===== src/design/tgc_pkg.sv =====
// Package with register map, field positions and types for the timer gate control block.
package tgc_pkg;
  localparam int          TGC_AW           = 3;
  localparam logic [2:0]  TGC_OFF_GATE     = 3'h0;
  localparam logic [2:0]  TGC_OFF_CTRL     = 3'h1;
  localparam logic [2:0]  TGC_OFF_CNT_HI   = 3'h2;
  localparam logic [2:0]  TGC_OFF_CNT_LO   = 3'h3;
  localparam logic [2:0]  TGC_OFF_IRQ_STAT = 3'h4;
  localparam logic [2:0]  TGC_OFF_IRQ_EN   = 3'h5;
  localparam logic [2:0]  TGC_OFF_IRQ_CLR  = 3'h6;
  localparam int          TGC_B_GE         = 7;
  localparam int          TGC_B_POL        = 6;
  localparam int          TGC_B_TM         = 5;
  localparam int          TGC_B_SPM        = 4;
  localparam int          TGC_B_GO         = 3;
  localparam int          TGC_B_VAL        = 2;
  localparam int          TGC_B_ON         = 0;
  localparam logic [1:0]  TGC_SRC_PIN      = 2'h0;
  localparam logic [1:0]  TGC_SRC_TMR0     = 2'h1;
  localparam logic [1:0]  TGC_SRC_CMP      = 2'h2;
  localparam logic [1:0]  TGC_SRC_RSVD     = 2'h3;
  localparam logic [7:0]  TGC_GATE_RST     = 8'h00;
  localparam logic [7:0]  TGC_CTRL_RST     = 8'h00;
  localparam logic [7:0]  TGC_CTRL_MASK    = 8'hFD;
  localparam logic [15:0] TGC_CNT_RST      = 16'h0000;
  localparam int          TGC_NIRQ         = 2;
  localparam int          TGC_IRQ_GATE     = 0;
  localparam int          TGC_IRQ_OVF      = 1;

  typedef struct packed {
    logic [TGC_AW-1:0] addr;
    logic [7:0]        wdata;
    logic              wr;
    logic              rd;
  } tgc_bus_s;

  typedef struct packed {
    logic       enable;
    logic       polarity;
    logic       toggle;
    logic       single;
    logic [1:0] source;
  } tgc_gate_cfg_s;
endpackage : tgc_pkg


===== src/design/tgc_top.sv =====
// Top of the timer gate control block: registers, counter and assertions.
`timescale 1ns/100ps
//
// Notes on behaviour
// - Gate control register holds seven documented fields.
// - Polarity bit chooses high or low active gate.
// - Toggle mode flips gate on rising edges of the qualified gate; off clears.
// - Current level bit reads gate regardless of enable.
// - Counter off stops counting, clears toggle flip-flop.
module tgc_top
  import tgc_pkg::*;
(
  input  wire logic             ref_clk,
  input  wire logic             arst_n,
  input  wire logic [TGC_AW-1:0] reg_addr,
  input  wire logic [7:0]       reg_wdata,
  input  wire logic             reg_wr,
  input  wire logic             reg_rd,
  output logic      [7:0]       reg_rdata,
  input  wire logic             count_tick,
  input  wire logic             gate_pin,
  input  wire logic             overflow_src,
  input  wire logic             synced_comparator_output,
  output logic      [15:0]      count_value,
  output logic                  gate_event_flag,
  output logic                  irq
);
  tgc_bus_s      bus;
  tgc_gate_cfg_s cfg;
  logic [7:0]    counter_control_reg;
  logic [15:0]   count;
  logic          gate_level;
  logic          go_done;
  logic          pulse_done;
  logic          advance;
  logic          overflow;
  logic [7:0]    gate_control_reg;
  logic [TGC_NIRQ-1:0] irq_status;
  logic [TGC_NIRQ-1:0] irq_enable;
  logic [TGC_NIRQ-1:0] irq_clr;
  logic [TGC_NIRQ-1:0] irq_events;
  logic          irq_w;
  logic          counter_on;
  logic          go_set;

  function automatic logic hit(input logic [TGC_AW-1:0] off, input logic strobe);
    hit = strobe && (bus.addr == off);
  endfunction : hit

  assign bus = '{addr: reg_addr, wdata: reg_wdata, wr: reg_wr, rd: reg_rd};

  always_ff @(posedge ref_clk or negedge arst_n) begin
    if (!arst_n) begin
      cfg <= '{enable: 1'b0, polarity: 1'b0, toggle: 1'b0, single: 1'b0, source: 2'h0};
    end else if (hit(TGC_OFF_GATE, bus.wr)) begin
      cfg <= '{enable:   bus.wdata[TGC_B_GE],
               polarity: bus.wdata[TGC_B_POL],
               toggle:   bus.wdata[TGC_B_TM],
               single:   bus.wdata[TGC_B_SPM],
               source:   bus.wdata[1:0]};
    end
  end

  assign go_set = hit(TGC_OFF_GATE, bus.wr) && bus.wdata[TGC_B_GO]
                  && bus.wdata[TGC_B_SPM];

  always_ff @(posedge ref_clk or negedge arst_n) begin
    if (!arst_n) begin
      counter_control_reg <= TGC_CTRL_RST;
    end else if (hit(TGC_OFF_CTRL, bus.wr)) begin
      counter_control_reg <= bus.wdata & TGC_CTRL_MASK;
    end
  end

  assign counter_on = counter_control_reg[TGC_B_ON];

  tgc_gate_path u_gate (
    .ref_clk                  (ref_clk),
    .arst_n                   (arst_n),
    .cfg                      (cfg),
    .counter_on               (counter_on),
    .go_set                   (go_set),
    .gate_pin                 (gate_pin),
    .overflow_src             (overflow_src),
    .synced_comparator_output (synced_comparator_output),
    .gate_level               (gate_level),
    .go_done                  (go_done),
    .pulse_done               (pulse_done)
  );

  // Gate enable has no effect unless the counter is on.
  assign advance  = counter_on && count_tick && (!cfg.enable || gate_level);
  assign overflow = advance && (count == 16'hFFFF);

  // A byte write wins over a count in the same cycle.
  always_ff @(posedge ref_clk or negedge arst_n) begin
    if (!arst_n) begin
      count <= TGC_CNT_RST;
    end else if (hit(TGC_OFF_CNT_HI, bus.wr)) begin
      count <= {bus.wdata, count[7:0]};
    end else if (hit(TGC_OFF_CNT_LO, bus.wr)) begin
      count <= {count[15:8], bus.wdata};
    end else if (advance) begin
      count <= count + 16'h0001;
    end
  end

  always_ff @(posedge ref_clk or negedge arst_n) begin
    if (!arst_n) begin
      count_value <= TGC_CNT_RST;
    end else begin
      count_value <= count;
    end
  end

  assign gate_control_reg = {cfg.enable, cfg.polarity, cfg.toggle, cfg.single,
                             go_done, gate_level, cfg.source};

  assign irq_events = {overflow, pulse_done};
  assign irq_clr    = hit(TGC_OFF_IRQ_CLR, bus.wr) ? bus.wdata[TGC_NIRQ-1:0] : '0;

  tgc_irq #(.N(TGC_NIRQ)) u_irq (
    .ref_clk  (ref_clk),
    .arst_n   (arst_n),
    .event_in (irq_events),
    .clr      (irq_clr),
    .en_wdata (bus.wdata[TGC_NIRQ-1:0]),
    .en_wr    (hit(TGC_OFF_IRQ_EN, bus.wr)),
    .status   (irq_status),
    .enable   (irq_enable),
    .irq      (irq_w)
  );

  assign irq = irq_w;

  always_ff @(posedge ref_clk or negedge arst_n) begin
    if (!arst_n) begin
      gate_event_flag <= 1'b0;
    end else begin
      gate_event_flag <= pulse_done;
    end
  end

  always_ff @(posedge ref_clk or negedge arst_n) begin
    if (!arst_n) begin
      reg_rdata <= 8'h00;
    end else if (bus.rd) begin
      unique case (bus.addr)
        TGC_OFF_GATE:     reg_rdata <= gate_control_reg;
        TGC_OFF_CTRL:     reg_rdata <= counter_control_reg;
        TGC_OFF_CNT_HI:   reg_rdata <= count[15:8];
        TGC_OFF_CNT_LO:   reg_rdata <= count[7:0];
        TGC_OFF_IRQ_STAT: reg_rdata <= {6'h00, irq_status};
        TGC_OFF_IRQ_EN:   reg_rdata <= {6'h00, irq_enable};
        default:          reg_rdata <= 8'h00;
      endcase
    end else begin
      reg_rdata <= 8'h00;
    end
  end

  // Assertions.
  // Bus decodes are written out so that the address is a sampled value as well.
  hold_when_off_a: assert property (@(posedge ref_clk) disable iff (!arst_n)
    (!counter_on && !bus.wr) |=> $stable(count))
    else $error("count moved while counter off");

  gated_stop_a: assert property (@(posedge ref_clk) disable iff (!arst_n)
    (counter_on && cfg.enable && !gate_level && !bus.wr) |=> $stable(count))
    else $error("count moved with gate inactive");

  gated_step_a: assert property (@(posedge ref_clk) disable iff (!arst_n)
    (counter_on && cfg.enable && gate_level && count_tick && !bus.wr)
    |=> count == $past(count) + 16'h0001)
    else $error("count did not step with gate active");

  ungated_step_a: assert property (@(posedge ref_clk) disable iff (!arst_n)
    (counter_on && !cfg.enable && count_tick && !bus.wr)
    |=> count == $past(count) + 16'h0001)
    else $error("count did not step with gating off");

  tick_idle_a: assert property (@(posedge ref_clk) disable iff (!arst_n)
    (!count_tick && !bus.wr) |=> $stable(count))
    else $error("count moved without a tick");

  polarity_a: assert property (@(posedge ref_clk) disable iff (!arst_n)
    (!cfg.toggle && !cfg.single && cfg.source == TGC_SRC_PIN)
    |-> gate_level == (cfg.polarity ? gate_pin : !gate_pin))
    else $error("gate level ignores polarity");

  pol_low_a: assert property (@(posedge ref_clk) disable iff (!arst_n)
    (counter_on && cfg.enable && !cfg.toggle && !cfg.single && !cfg.polarity
     && cfg.source == TGC_SRC_PIN && gate_pin && count_tick && !bus.wr)
    |=> $stable(count))
    else $error("count moved with low-active gate high");

  pol_high_a: assert property (@(posedge ref_clk) disable iff (!arst_n)
    (counter_on && cfg.enable && !cfg.toggle && !cfg.single && cfg.polarity
     && cfg.source == TGC_SRC_PIN && !gate_pin && count_tick && !bus.wr)
    |=> $stable(count))
    else $error("count moved with high-active gate low");

  toggle_clear_a: assert property (@(posedge ref_clk) disable iff (!arst_n)
    (!cfg.toggle && !cfg.single) ##1 (cfg.toggle && !cfg.single && counter_on)
    |-> !gate_level)
    else $error("toggle flip-flop not cleared");

  toggle_flip_a: assert property (@(posedge ref_clk) disable iff (!arst_n)
    (counter_on && cfg.toggle && !cfg.single && cfg.polarity
     && cfg.source == TGC_SRC_PIN && !bus.wr)
    ##1 (gate_pin && !$past(gate_pin) && !bus.wr)
    |=> gate_level != $past(gate_level))
    else $error("toggle flip-flop missed a gate edge");

  toggle_off_a: assert property (@(posedge ref_clk) disable iff (!arst_n)
    (!counter_on && cfg.toggle && !cfg.single && !bus.wr)
    |=> !gate_level)
    else $error("toggle flip-flop kept while counter off");

  level_read_a: assert property (@(posedge ref_clk) disable iff (!arst_n)
    (bus.rd && bus.addr == TGC_OFF_GATE)
    |=> reg_rdata[TGC_B_VAL] == $past(gate_level))
    else $error("current level read wrong");

  level_no_enable_a: assert property (@(posedge ref_clk) disable iff (!arst_n)
    (!cfg.enable && !cfg.toggle && !cfg.single && cfg.source == TGC_SRC_PIN)
    |-> gate_level == (cfg.polarity ? gate_pin : !gate_pin))
    else $error("gate level depends on gate enable");

  rsvd_source_a: assert property (@(posedge ref_clk) disable iff (!arst_n)
    (!cfg.toggle && !cfg.single && cfg.source == TGC_SRC_RSVD)
    |-> gate_level == !cfg.polarity)
    else $error("reserved source not a constant low gate");

  cmp_source_a: assert property (@(posedge ref_clk) disable iff (!arst_n)
    (!cfg.toggle && !cfg.single && cfg.source == TGC_SRC_CMP)
    |-> gate_level == (cfg.polarity ? synced_comparator_output
                                    : !synced_comparator_output))
    else $error("comparator source not followed");

  ovf_source_a: assert property (@(posedge ref_clk) disable iff (!arst_n)
    (!cfg.toggle && !cfg.single && cfg.source == TGC_SRC_TMR0)
    |-> gate_level == (cfg.polarity ? overflow_src : !overflow_src))
    else $error("overflow source not followed");

  byte_write_a: assert property (@(posedge ref_clk) disable iff (!arst_n)
    (bus.wr && bus.addr == TGC_OFF_CNT_HI)
    |=> count[15:8] == $past(bus.wdata))
    else $error("high byte write lost");

  low_write_a: assert property (@(posedge ref_clk) disable iff (!arst_n)
    (bus.wr && bus.addr == TGC_OFF_CNT_LO)
    |=> count[7:0] == $past(bus.wdata))
    else $error("low byte write lost");

  high_read_a: assert property (@(posedge ref_clk) disable iff (!arst_n)
    (bus.rd && bus.addr == TGC_OFF_CNT_HI)
    |=> reg_rdata == $past(count[15:8]))
    else $error("high byte read wrong");

  low_read_a: assert property (@(posedge ref_clk) disable iff (!arst_n)
    (bus.rd && bus.addr == TGC_OFF_CNT_LO)
    |=> reg_rdata == $past(count[7:0]))
    else $error("low byte read wrong");

  count_copy_a: assert property (@(posedge ref_clk) disable iff (!arst_n)
    1'b1 |=> count_value == $past(count))
    else $error("count output does not follow count");

  cfg_write_a: assert property (@(posedge ref_clk) disable iff (!arst_n)
    (bus.wr && bus.addr == TGC_OFF_GATE)
    |=> (gate_control_reg[7:4] == $past(bus.wdata[7:4])
    && gate_control_reg[1:0] == $past(bus.wdata[1:0])))
    else $error("gate control fields not stored");

  go_set_a: assert property (@(posedge ref_clk) disable iff (!arst_n)
    (go_set && !go_done) |=> go_done)
    else $error("go write did not start acquisition");

  done_read_a: assert property (@(posedge ref_clk) disable iff (!arst_n)
    (bus.rd && bus.addr == TGC_OFF_GATE)
    |=> reg_rdata[TGC_B_GO] == $past(go_done))
    else $error("go done bit read wrong");

  done_clear_a: assert property (@(posedge ref_clk) disable iff (!arst_n)
    pulse_done |=> (!go_done && gate_event_flag))
    else $error("acquisition end not reported");

  ctrl_write_a: assert property (@(posedge ref_clk) disable iff (!arst_n)
    (bus.wr && bus.addr == TGC_OFF_CTRL)
    |=> counter_on == $past(bus.wdata[TGC_B_ON]))
    else $error("counter on bit not stored");
endmodule : tgc_top


===== src/design/tgc_gate_path.sv =====
// Gate path: source select, polarity, toggle flip-flop and single-pulse sequencing.
`timescale 1ns/100ps
module tgc_gate_path
  import tgc_pkg::*;
(
  input  wire logic          ref_clk,
  input  wire logic          arst_n,
  input  tgc_pkg::tgc_gate_cfg_s cfg,
  input  wire logic          counter_on,
  input  wire logic          go_set,
  input  wire logic          gate_pin,
  input  wire logic          overflow_src,
  input  wire logic          synced_comparator_output,
  output logic               gate_level,
  output logic               go_done,
  output logic               pulse_done
);
  logic src_raw;
  logic pol_gate;
  logic pol_prev;
  logic tff;
  logic tm_gate;
  logic tm_prev;
  logic sp_armed;

  always_comb begin
    unique case (cfg.source)
      TGC_SRC_PIN:  src_raw = gate_pin;
      TGC_SRC_TMR0: src_raw = overflow_src;
      TGC_SRC_CMP:  src_raw = synced_comparator_output;
      TGC_SRC_RSVD: src_raw = 1'b0;
    endcase
  end

  // Invert an active-low gate so that one means count.
  assign pol_gate = cfg.polarity ? src_raw : ~src_raw;

  always_ff @(posedge ref_clk or negedge arst_n) begin
    if (!arst_n) begin
      pol_prev <= 1'b0;
    end else begin
      pol_prev <= pol_gate;
    end
  end

  // Toggle flip-flop advances on each rising edge of the qualified gate.
  always_ff @(posedge ref_clk or negedge arst_n) begin
    if (!arst_n) begin
      tff <= 1'b0;
    end else if (!cfg.toggle || !counter_on) begin
      tff <= 1'b0;
    end else if (pol_gate && !pol_prev) begin
      tff <= ~tff;
    end
  end

  assign tm_gate = cfg.toggle ? tff : pol_gate;

  always_ff @(posedge ref_clk or negedge arst_n) begin
    if (!arst_n) begin
      tm_prev <= 1'b0;
    end else begin
      tm_prev <= tm_gate;
    end
  end

  // Single pulse: after go, wait for a gate rise, count through it, clear go on its fall.
  always_ff @(posedge ref_clk or negedge arst_n) begin
    if (!arst_n) begin
      go_done  <= 1'b0;
      sp_armed <= 1'b0;
    end else if (go_set && !go_done) begin
      // The go write carries single-pulse mode, which cfg only shows one cycle later.
      go_done  <= 1'b1;
      sp_armed <= 1'b0;
    end else if (!cfg.single) begin
      go_done  <= 1'b0;
      sp_armed <= 1'b0;
    end else if (go_done && !sp_armed && tm_gate && !tm_prev) begin
      sp_armed <= 1'b1;
    end else if (go_done && sp_armed && !tm_gate) begin
      go_done  <= 1'b0;
      sp_armed <= 1'b0;
    end
  end

  assign pulse_done = cfg.single && go_done && sp_armed && !tm_gate;

  // The level is reported whether or not gating is enabled.
  assign gate_level = cfg.single ? (tm_gate && go_done && (sp_armed || !tm_prev))
                                 : tm_gate;
endmodule : tgc_gate_path


===== src/design/tgc_irq.sv =====
// Sticky interrupt status with enable and write-one-to-clear.
`timescale 1ns/100ps
module tgc_irq #(
  parameter int N = 2
) (
  input  wire logic         ref_clk,
  input  wire logic         arst_n,
  input  wire logic [N-1:0] event_in,
  input  wire logic [N-1:0] clr,
  input  wire logic [N-1:0] en_wdata,
  input  wire logic         en_wr,
  output logic      [N-1:0] status,
  output logic      [N-1:0] enable,
  output logic              irq
);
  always_ff @(posedge ref_clk or negedge arst_n) begin
    if (!arst_n) begin
      status <= '0;
    end else begin
      status <= (status & ~clr) | event_in;
    end
  end

  always_ff @(posedge ref_clk or negedge arst_n) begin
    if (!arst_n) begin
      enable <= '0;
    end else if (en_wr) begin
      enable <= en_wdata;
    end
  end

  always_ff @(posedge ref_clk or negedge arst_n) begin
    if (!arst_n) begin
      irq <= 1'b0;
    end else begin
      irq <= |((((status & ~clr) | event_in)) & (en_wr ? en_wdata : enable));
    end
  end
endmodule : tgc_irq


===== config.mk =====
export PLATFORM = sky130hd
export DESIGN_NAME = tgc_top
export DESIGN_NICKNAME = d
export VERILOG_FILES = /design/src/design/tgc_pkg.sv /design/src/design/tgc_top.sv /design/src/design/tgc_gate_path.sv /design/src/design/tgc_irq.sv
export SDC_FILE = /design/constraint.sdc
export NUM_CORES = 1
export LEC_CHECK = 0
export ABC_AREA = 1
export CORE_MARGIN = 5
export CORE_UTILIZATION = 48
export CTS_CLUSTER_DIAMETER = 50
export DETAILED_ROUTE_END_ITERATION = 8
export DONT_BUFFER_PORTS = 1
export MAX_ROUTING_LAYER = met4
export PLACE_DENSITY = 0.69
export SLEW_MARGIN = 20
export SYNTH_ARGS = -nofsm -noshare
export SYNTH_HDL_FRONTEND = slang
export SYNTH_SLANG_ARGS = --single-unit

===== constraint.sdc =====
create_clock -name ref_clk -period 3.1 [get_ports ref_clk]
set_input_delay 0.465 -clock ref_clk [delete_from_list [all_inputs] [get_ports ref_clk]]
set_output_delay 0.465 -clock ref_clk [all_outputs]
set_load 0.005 [all_outputs]

== Word-level counts from Yosys, hierarchy flattened ==
Index checks and enable logic that the tools add are counted.

* Flip-flop bits (word level): 64
* Input port bits: 19
* Logic and storage cells: 104

* Add/subtract/negate cells: 1
* Equality and inequality tests: 14
* Multiplexer cells: 20
* Bitwise logic cells: 7
* Reduce and logical (&&, ||, !) cells: 43

{| class="wikitable"
|+ Operator list
! cell !! number
|-
| 2-to-1 mux 16 bit || 3
|-
| case mux 8 bit (6 select lines) || 1
|-
| logical AND 1 bit || 23
|-
| adder 16 x 1 -> 16 bit (second input constant) || 1
|-
| equality test 16 bit (second input constant) || 1
|-
| 2-to-1 mux 1 bit || 12
|-
| equality test 3 bit (second input constant) || 3
|-
| zero test 1 bit || 8
|-
| 2-to-1 mux 8 bit || 1
|-
| equality test 3 x 2 -> 1 bit (second input constant) || 2
|-
| AND reduction 2 bit || 3
|-
| nonzero test 2 bit || 3
|-
| AND 2 bit || 2
|-
| equality test 2 bit (second input constant) || 2
|-
| 2-to-1 mux 2 bit || 2
|-
| inequality test 4 x 1 -> 1 bit (second input constant) || 1
|-
| case mux 1 bit (4 select lines) || 1
|-
| equality test 3 x 1 -> 1 bit (second input constant) || 1
|-
| zero test 3 bit || 1
|-
| logical OR 1 bit || 3
|-
| inequality test 3 x 1 -> 1 bit (second input constant) || 1
|-
| inequality test 3 x 2 -> 1 bit (second input constant) || 1
|-
| inverter 1 bit || 3
|-
| equality test 2 x 1 -> 1 bit (second input constant) || 1
|-
| other kinds (5) || 5
|}

== Depth between registers and ports, before layout ==
Gate-level depths: netlist of the first run.

* Depth after elaboration: 14
* Depth in mapped cells: 11
* Gate-level depth less buffers: 11

== Cells and area by module ==
From an unflattened synthesis of the first run, not the netlist that was laid out.

* Cell total of the unflattened synthesis: 397
* Area total of the unflattened synthesis: 3,260.6 µm²

{| class="wikitable"
|+ Modules (own cells, without submodules)
! module !! instances !! cells each !! area an instance (µm²)
|-
| tgc_top || 1 || 316 || 2,685.1
|-
| tgc_gate_path || 1 || 58 || 377.9
|-
| tgc_irq || 1 || 23 || 197.7
|}

== Least setup slack after synthesis of the first run ==
No wires, ideal clock.

* Path type: flip-flop to flip-flop
* Start point: reg count[0]
* End point: reg u_irq.irq
* Setup time: 0.065 ns
* Arrival: 1.421 ns
* Setup slack: 1.614 ns
* Cell stages (with the launch flop): 12
* Buffers on the path: 0
* Cells stage by stage: dfrtp_1 -> ha_1 -> nand2_2 -> nor2_4 -> nand3_4 -> nor2_4 -> nand4_2 -> nor2_2 -> nand3_1 -> nand2_2 -> nand2_1 -> nand2_1

* Cells in the longest elaborated chain, start to end: 5

{| class="wikitable"
|+ Ends and longest elaborated chain
! element !! line !! text
|-
| start: declaration || tgc_top.sv:31 || <nowiki>logic [15:0] count;</nowiki>
|-
| start signal: assignment || tgc_top.sv:100 || <nowiki>count <= {bus.wdata, count[7:0]};</nowiki>
|-
| start signal: assignment || tgc_top.sv:102 || <nowiki>count <= {count[15:8], bus.wdata};</nowiki>
|-
| start signal: assignment || tgc_top.sv:104 || <nowiki>count <= count + 16'h0001;</nowiki>
|-
| equality test 16 bit || tgc_top.sv:93 || <nowiki>assign overflow = advance && (count == 16'hFFFF);</nowiki>
|-
| logical AND 1 bit || tgc_top.sv:93 ||
|-
| bitwise OR 2 bit || tgc_irq.sv:36 || <nowiki>irq <= |((((status & ~clr) | event_in)) & (en_wr ? en_wdata : enable));</nowiki>
|-
| AND 2 bit || tgc_irq.sv:36 ||
|-
| OR reduction 2 bit || tgc_irq.sv:36 ||
|-
| end signal: assignment || tgc_irq.sv:36 ||
|-
| end: declaration || tgc_irq.sv:14 || <nowiki>output logic irq</nowiki>
|}

Every way passes these cells.
A chain may end at the register's enable or synchronous reset.

== Worst setup path after layout of the first run ==
Ends and elaborated chain as after synthesis.

==> flow_summary_export.csv, run 1 <==
group,metric,value,unit
outcome,status,"completed",
global_route,grt_usage,19.5,%
cts,cts_root_buf,"clkbuf_8",
logic_synthesis,ys_seq_area_share,51.7,%
layout,n_fill_cell,609,
logic_synthesis,yosys-top-cells-area,"dfrtp_1 52%, nand2_1 11%, nand3_1 7.0%",
layout,syn_to_final_growth,7.80,%
floorplan,start_util,49.0,%
floorplan,die_w,90.3,µm
min_path,worstHoldPathType,"input pin to flop",
timing,setup_ws,1280,ps
timing,relSlewSlack,46.5,%
placement,io_buffers,0,
placement,dpl.hpwl,5370,µm
timing,worst_pin_slew,799,ps
cts,htreeDepth,3,
setup_path,cp.required,3380,ps
global_route,grt_pass1_vias,2404,
floorplan,io_pins,45,
setup_path,startpoint,"count[0]",
drt,routed_via_density,5.53,
setup_path,end_kind,"flop",
drt,drt-wirelength-per-cell,16.4,µm
floorplan,die_height,90.3,µm
logic_synthesis,synth_top_cell_area_share,51.7,%
placement,dp_cells,432,
logic_synthesis,synth_seq_cells,64,
drt,num_vias,2485,
placement,place.gp.congestion,0.978,
setup_path,arrival,2100,ps
logic_synthesis,yosys.area.top_type,"dfrtp_1",
cts,clk_pin_slew,70,ps
placement,place_ws,1250,ps
layout,stdcell_count,449,
cts,cts.repair.resized,0,
setup_path,reg2reg_from,"count[0]",
drt,first_pass_iters,5,
setup_path,r2r_cells,11,
layout,multiInputGateArea,1270,µm²
timing,fin_crit,1820,ps
cts,cts_made_buffers,9,
job,cap_violations,0,
logic_synthesis,netlist_area,3100,µm²
drt,drtIter0Drc,261,
cts,cts_tree,"built",
logic_synthesis,yosys.cell_types.count,33,
floorplan,die_area,8150,µm²
logic_synthesis,syn_area_per_cell,8.57,µm²
global_route,globalRouteOverflowTotal,0,
setup_path,critPathMaxFanout,6,
timing,grt_setup_unrepaired,"no",
global_route,grt_start_max_net_pins,65,
global_route,grt_pass1_wl,12200,µm
drt,ant_nets,0,
global_route,grt_antenna_before_repair,0,
logic_synthesis,ys_warn_count,0,
setup_path,cp-start-kind,"flop",
power_and_ir_drop,power.density,717,nW/µm²
setup_path,timing.rr.end,"u_irq.irq",
layout,diodes,0,
setup_path,critPathKind,"flop to flop",
power_and_ir_drop,p_leak,1.62,nW
drt,drc,0,
drt,wirelength,7380,µm
layout,regArea,1600,µm²
timing,setup_tns,0,ps
layout,reg_top3,"count (16), count_value (16), reg_rdata (8)",
power_and_ir_drop,ir_worst_vdd,0.000405,V
timing,drv_slew,0,
layout,drive_gt1_share,13.4,%
timing,hold_viol,0,
logic_synthesis,netlist_instances,361,
timing,skew,12.6,ps
setup_path,crit_path_end,"u_irq.irq",
timing,max_freq,0.551,GHz
logic_synthesis,syn_nets,381,
timing,finalCritPeriodShare,58.6,%
setup_path,reg2reg_setup_slack,1280,ps
timing,setup_violations,0,
floorplan,core_area,6310,µm²
cts,cts.sink_count,64,
layout,nets,388,
cts,clock_latency,350,ps
layout,utilization,52.9,%
floorplan,num_rows,29,
cts,cts_buffer_depth,2,
## repair_timing
action                                 4_1_cts  5_1_grt
endpoints found under the hold margin       64        0
hold buffers                                 2        0
setup buffers                                0        0
## through the flow
stage,hold WS (ps),power [mW],instance area [µm²]
after floorplan,169,1.65,3100
after global placement,172,1.79,3150
after detailed placement,171,1.80,3150
after CTS,242,2.41,3340
after global routing,242,2.58,3340
final,245,2.39,3340
## per-layer routing
metal,share of wire (%),vias up,GRT usage (%)
met5,0,-,-
met4,1.8,0,7.82
met3,7.3,14,4.75
met2,44,94,27.2
met1,47,1167,27.3
li1,-,1210,-
## worst max-delay path, stage by stage, from the launching register on
cell and delay, ps:
dfrtp_1 460, ha_1 240, nand2_2 90, nor2_4 160, nand3_4 110, nor2_4 130
nand4_2 110, nor2_2 130, nand3_1 130, nand2_2 90, nand2_1 50, nand2_1 60
## how the worst min path moves through the flow
stage	start	endpoint	slack, ps	depth (start not counted)
2_1_floorplan	arst_n	cfg[0]	170	0
3_3_place_gp	arst_n	count_value[5]	170	0
3_5_place_dp	arst_n	count_value[5]	170	0
4_1_cts	reg_wdata[4]	cfg[2]	240	2
5_1_grt	reg_wdata[4]	cfg[2]	240	2
6_report	reg_wdata[4]	cfg[2]	240	2
## cell usage after synthesis
cell / instances
nor2_2: 5
a221oi_1: 5
o21ai_0: 19
nor2_4: 4
buf_6: 2
ha_1: 1
xnor2_1: 1
nor2_8: 1
nand3_1: 43
buf_2: 3
nor3_2: 1
inv_2: 11
nand4_1: 4
nor4_1: 3
a22oi_1: 2
nand2_1: 89
o21ai_1: 14
nand2_2: 8
xor2_1: 2
inv_4: 1
buf_4: 1
o2111a_1: 1
o22ai_1: 11
nand3_4: 2
nand4_2: 1
dfrtp_1: 64
inv_1: 36
a41oi_1: 1
nor2_1: 13
a31o_2: 1
o21a_1: 1
a21oi_1: 8
a31oi_1: 2
## cells by family (layout without fill, tap and decap cells)
logic type	Yosys count	count (layout)	synth area share [%]
fa+ha+maj	1	1	0.404
flops	64	64	51.7
compound gates	65	65	12.3
simple gates	174	174	27.3
buf+inv	54	65	7.36
xor+xnor	3	3	0.849
## layout by cell type, fill, tap and decap left out, types with 2 or more instances in the layout
| master | synthesis | routed |
|---|---|---|
| nand2_1 | 89 | 89 |
| dfrtp_1 | 64 | 64 |
| nand3_1 | 43 | 43 |
| inv_1 | 36 | 36 |
| o21ai_0 | 19 | 19 |
| o21ai_1 | 14 | 14 |
| nor2_1 | 13 | 13 |
| inv_2 | 11 | 11 |
| o22ai_1 | 11 | 11 |
| clkbuf_8 | 0 | 9 |
| nand2_2 | 8 | 8 |
| a21oi_1 | 8 | 8 |
| nor2_2 | 5 | 5 |
| a221oi_1 | 5 | 5 |
| clkinv_2 | 0 | 5 |
| nand4_1 | 4 | 4 |
| nor2_4 | 4 | 4 |
| nor4_1 | 3 | 3 |
| a22oi_1 | 2 | 2 |
| nand3_4 | 2 | 2 |
| xor2_1 | 2 | 2 |
| a31oi_1 | 2 | 2 |
## where the power goes
group	switching [mW]	leakage (nW)	total, mW	internal [mW]
combinational	0.322	0.689	0.514	0.192
clock	0.309	0.0854	0.587	0.278
sequential	0.224	0.843	1.29	1.07
## final cells by class
class | count | area share, %
clock buffers | 10 | 3.82
inverters | 48 | 5.47
clock inverters | 5 | 0.750
well taps | 77 | 2.89
repair buffers | 2 | 1.12
multi-input cells | 243 | 37.9
flip-flops and latches | 64 | 48.0
No activity file was read; power rests on OpenSTA's default activity.
==> inputs of run 2 (changes only) <==
PLACE_DENSITY = 0.71   (was 0.69)
clock period = 1.64 ns   (was 3.1 ns; I/O delays follow)
==> flow_summary_export.csv, run 2 (synthesis results as in run 1) <==
group,metric,value,unit
layout,drive_gt1_share,22.1,%
setup_path,critPathMaxFanout,8,
placement,dpl.hpwl,5520,µm
floorplan,die_w,90.3,µm
timing,drv_slew,0,
global_route,grt_pass1_wl,12900,µm
floorplan,start_util,49.0,%
setup_path,path_common_cell,"nand3_2",
global_route,grt_usage,20.5,%
setup_path,max_stage_delay,420,ps
floorplan,core_area,6310,µm²
drt,num_vias,2690,
cts,cts_root_buf,"clkbuf_8",
setup_path,r2r_cells,11,
setup_path,crit_cells,11,
timing,relSlewSlack,68.9,%
global_route,grt_pass1_vias,2527,
drt,drt-wirelength-per-cell,17.0,µm
floorplan,num_rows,29,
layout,final_cell_mix,"86 x nand2_1, 62 x dfrtp_1, 37 x nand3_1",
cts,clock_latency,350,ps
drt,wirelength,8000,µm
cts,cts_made_buffers,9,
setup_path,critPathKind,"flop to flop",
timing,setup_tns,0,ps
global_route,grt_antenna_before_repair,0,
setup_path,crit_path_end,"count[8]",
job,cap_violations,0,
layout,nets,408,
placement,dp_cells,443,
layout,regArea,1600,µm²
setup_path,slowest_stage,"dfrtp_1",
layout,stdcell_count,470,
layout,n_fill_cell,556,
power_and_ir_drop,ir_worst_vdd,0.000790,V
layout,reg_top3,"count (16), count_value (16), reg_rdata (8)",
drt,first_pass_iters,4,
cts,cts.sink_count,64,
power_and_ir_drop,power,5.26,mW
outcome,violations,"hold timing",
setup_path,cp.required,1920,ps
setup_path,end_kind,"flop",
drt,ant_nets,0,
timing,skew,10.1,ps
timing,timing.hold.ws,-414,ps
timing,grt_setup_unrepaired,"yes",
placement,place_area,3230,µm²
timing,hold_viol,64,
setup_path,timing.rr.end,"count[8]",
timing,fin_crit,1610,ps
drt,drtIter0Drc,206,
setup_path,reg2reg_setup_slack,30,ps
setup_path,crit_chain,"inv_2 > nand2_1 > nand3_2 > nand3_2 > nand3_2 > nand3_2 > nand2_4 > nand3_4 > nand2_4 > nand2_1 > nand2_1",
global_route,grt_start_max_net_pins,65,
min_path,worstHoldPathType,"input pin to asynchronous set/reset pin",
layout,syn_to_final_growth,16.9,%
power_and_ir_drop,power.density,1450,nW/µm²
global_route,globalRouteOverflowTotal,0,
setup_path,startpoint,"cfg[1]",
layout,design_area,3620,µm²
timing,max_freq,0.620,GHz
cts,cts_buffer_depth,2,
cts,clk_pin_slew,70,ps
setup_path,cp-start-kind,"flop",
layout,diodes,0,
floorplan,die_height,90.3,µm
cts,htreeDepth,3,
cts,cts_tree,"built",
timing,setup_violations,0,
floorplan,io_pins,45,
placement,io_buffers,0,
placement,place.gp.congestion,0.914,
timing,finalCritPeriodShare,98.4,%
layout,final_common_cell,"nand2_1",
outcome,status,"finished, violations left",
drt,routed_via_density,5.72,
layout,multiInputGateArea,1370,µm²
setup_path,reg2reg_from,"cfg[1]",
setup_path,path_delay_family,"simple AND/OR/NAND/NOR gates",
power_and_ir_drop,p_leak,1.76,nW
timing,worst_pin_slew,465,ps
drt,drc,0,
setup_path,path_buf_inv,1,
floorplan,die_area,8150,µm²
setup_path,arrival,1890,ps
-- run 2: cell type report --
type,count,share of cell area [%]
multi-input cells,245,37.7
repair buffers,20,4.15
inverters,48,5.05
flip-flops and latches,64,44.3
clock inverters,5,2.21
clock buffers,11,3.91
well taps,77,2.66
-- run 2: what timing repair did --
action,in CTS,in global routing
cloned,1,1
endpoints found under the setup margin,16,17
pin swaps,0,9
endpoints found under the hold margin,64,64
gates resized for setup,2,19
buffers inserted,0,9
-- run 2: worst min path at each step --
stage,startpoint,end,depth (start not counted)
finish,arst_n,reg_rdata[3],0
global route,arst_n,count_value[4],0
CTS,arst_n,count[12],0
detailed placement,arst_n,count[3],0
global placement,arst_n,count_value[4],0
floorplan,arst_n,cfg[0],0
-- run 2: power breakdown --
part	switching [mW]	internal [mW]
logic	0.788	0.558
clock network	0.607	0.895
registers	0.391	2.02
total	1.79	3.48
-- run 2: per-stage QoR --
step / utilization (%) / setup slack [ps]
5_1_grt: 57.3 / -72.7
4_1_cts: 55.0 / 12.6
3_3_place_gp: 51.1 / -26.1
6_report: 57.3 / 26.1
3_5_place_dp: 51.1 / -45.2
2_1_floorplan: - / 154
-- run 2: per-layer routing --
layer / global-route usage [%] / vias to the layer above / part of all wire (%)
met4: 8.56 / 0 / 2.1
met2: 30.5 / 119 / 47
li1: - / 1260 / -
met3: 5.50 / 17 / 7.8
met1: 26.7 / 1294 / 43
met5: - / - / 0
==> inputs of run 3 (changes only) <==
CTS_BUF_LIST = sky130_fd_sc_hd__clkbuf_8 sky130_fd_sc_hd__clkbuf_16   (was not set)
PLACE_DENSITY = 0.69   (was 0.71)
clock period = 1.85 ns   (was 1.64 ns; I/O delays follow)
==> flow_summary_export.csv, run 3 (synthesis results as in run 1) <==
group,metric,value,unit
setup_path,path_delay_family,"simple AND/OR/NAND/NOR gates",
min_path,worstHoldPathType,"input pin to flop",
timing,drv_slew,0,
layout,final_cell_mix,"89 x nand2_1, 64 x dfrtp_1, 43 x nand3_1",
cts,clock_latency,350,ps
timing,worst_pin_slew,425,ps
floorplan,core_area,6310,µm²
global_route,grt_pass1_wl,12400,µm
layout,drive_gt1_share,14.3,%
timing,relSlewSlack,71.4,%
drt,ant_nets,0,
power_and_ir_drop,ir_worst_vdd,0.000802,V
power_and_ir_drop,p_clk_share,27.7,%
timing,setup_ws,141,ps
setup_path,crit_chain,"inv_2 > nand2_1 > nand3_1 > nand3_1 > nand3_1 > nand3_1 > nand2_2 > nand3_4 > nand2_4 > nand2_1 > nand2_1",
setup_path,path_buf_inv,1,
drt,routed_via_density,5.67,
drt,wirelength,7630,µm
power_and_ir_drop,p_int,2.82,mW
setup_path,path_common_cell,"nand3_1",
layout,syn_to_final_growth,10.7,%
setup_path,critPathKind,"flop to flop",
timing,grt_setup_unrepaired,"no",
timing,finalCritPeriodShare,92.4,%
power_and_ir_drop,p_switching,1.48,mW
placement,place_ws,115,ps
drt,num_vias,2576,
setup_path,slowest_stage,"dfrtp_1",
cts,clk_pin_slew,70,ps
cts,cts.sink_count,64,
global_route,grt_pass1_vias,2408,
global_route,grt_start_max_net_pins,65,
timing,setup_violations,0,
drt,drc,0,
job,cap_violations,0,
timing,fin_crit,1710,ps
cts,cts_root_buf,"clkbuf_8",
floorplan,io_pins,45,
timing,hold_viol,0,
placement,dpl.hpwl,5420,µm
setup_path,arrival,1990,ps
setup_path,cp-start-kind,"flop",
cts,cts_buffer_depth,2,
outcome,status,"completed",
layout,nets,392,
power_and_ir_drop,seqPwrFrac,50.1,%
floorplan,start_util,49.0,%
global_route,globalRouteOverflowTotal,0,
power_and_ir_drop,p_leak,1.66,nW
placement,place.gp.congestion,1.01,
drt,drtIter0Drc,231,
placement,io_buffers,0,
floorplan,die_height,90.3,µm
drt,first_pass_iters,4,
layout,reg_top3,"count (16), count_value (16), reg_rdata (8)",
floorplan,num_rows,29,
setup_path,critPathMaxFanout,9,
power_and_ir_drop,sw_frac_of_total,34.5,%
power_and_ir_drop,p_comb_share,22.2,%
timing,max_freq,0.585,GHz
power_and_ir_drop,power,4.31,mW
floorplan,die_area,8150,µm²
layout,diodes,0,
setup_path,cp.required,2130,ps
setup_path,end_kind,"flop",
layout,final_common_cell,"nand2_1",
cts,cts_tree,"built",
timing,setup_tns,0,ps
layout,n_fill_cell,603,
power_and_ir_drop,power.density,1260,nW/µm²
cts,htreeDepth,3,
setup_path,max_stage_delay,420,ps
timing,skew,13.8,ps
global_route,grt_antenna_before_repair,0,
drt,drt-wirelength-per-cell,16.8,µm
cts,cts_made_buffers,9,
floorplan,die_w,90.3,µm
global_route,grt_usage,19.7,%
==> run 3: worst reg2reg max path, delay by kind of cell (launching register included) <==
kind / cells / cell delay [ps]
AND/OR/NAND/NOR: 10 / 1110
flip-flops: 1 / 420
buffers and inverters: 1 / 110
==> run 3: timing repair <==
item | in CTS | in global routing
hold buffers | 2 | 0
endpoints found under the setup margin | 0 | 16
gates resized for setup | 0 | 2
endpoints found under the hold margin | 64 | 0
buffers inserted | 0 | 0
==> run 3: path summary, 6_finish.rpt <==
check	start	endpoint	slack, ps	cells past startpoint
worst min register to register	count[12]	count_value[12]	450	0
worst max register to register	cfg[1]	count[0]	140	11
worst min-delay path	reg_wdata[1]	cfg[1]	50	2
max in group asynchronous	arst_n	count[9]	1110	2
worst max-delay path	cfg[1]	count[0]	140	11
min in group asynchronous	arst_n	count_value[3]	470	2
==> run 3: power by group through the flow <==
stage	Clock [mW]	Sequential (mW)	Combinational, mW
final	1.20	2.16	0.955
after CTS	1.22	2.16	0.931
after global placement	0	2.17	0.871
after detailed placement	0	2.18	0.888
after floorplan	0	2.08	0.680
after global routing	1.30	2.21	1.08
==> run 3: final cells by class <==
cell class / count / area, µm² / area share, %
Sequential cell: 64 / 1600 / 46.7
Multi-Input combinational cell: 244 / 1290 / 37.5
Inverter: 48 / 183 / 5.33
Clock buffer: 11 / 151 / 4.42
Tap cell: 77 / 96.3 / 2.81
Timing Repair Buffer: 5 / 60.1 / 1.75
Clock inverter: 5 / 47.5 / 1.39
==> run 3: layer usage <==
metal	GRT usage [%]	share of wire, %
met5	-	0
met4	5.96	1.4
met3	6.67	8.3
met2	27.9	46
met1	26.7	44
==> run 3: per-stage QoR <==
step           utilization (%)  area [µm²]  hold slack, ps  instances
2_1_floorplan                -        3100           -18.1        361
3_3_place_gp              50.2        3170           -15.9        435
3_5_place_dp              50.2        3170           -16.0        435
4_1_cts                   53.9        3410            43.1        453
5_1_grt                   54.3        3430            41.2        454
6_report                  54.3        3430            50.3        454
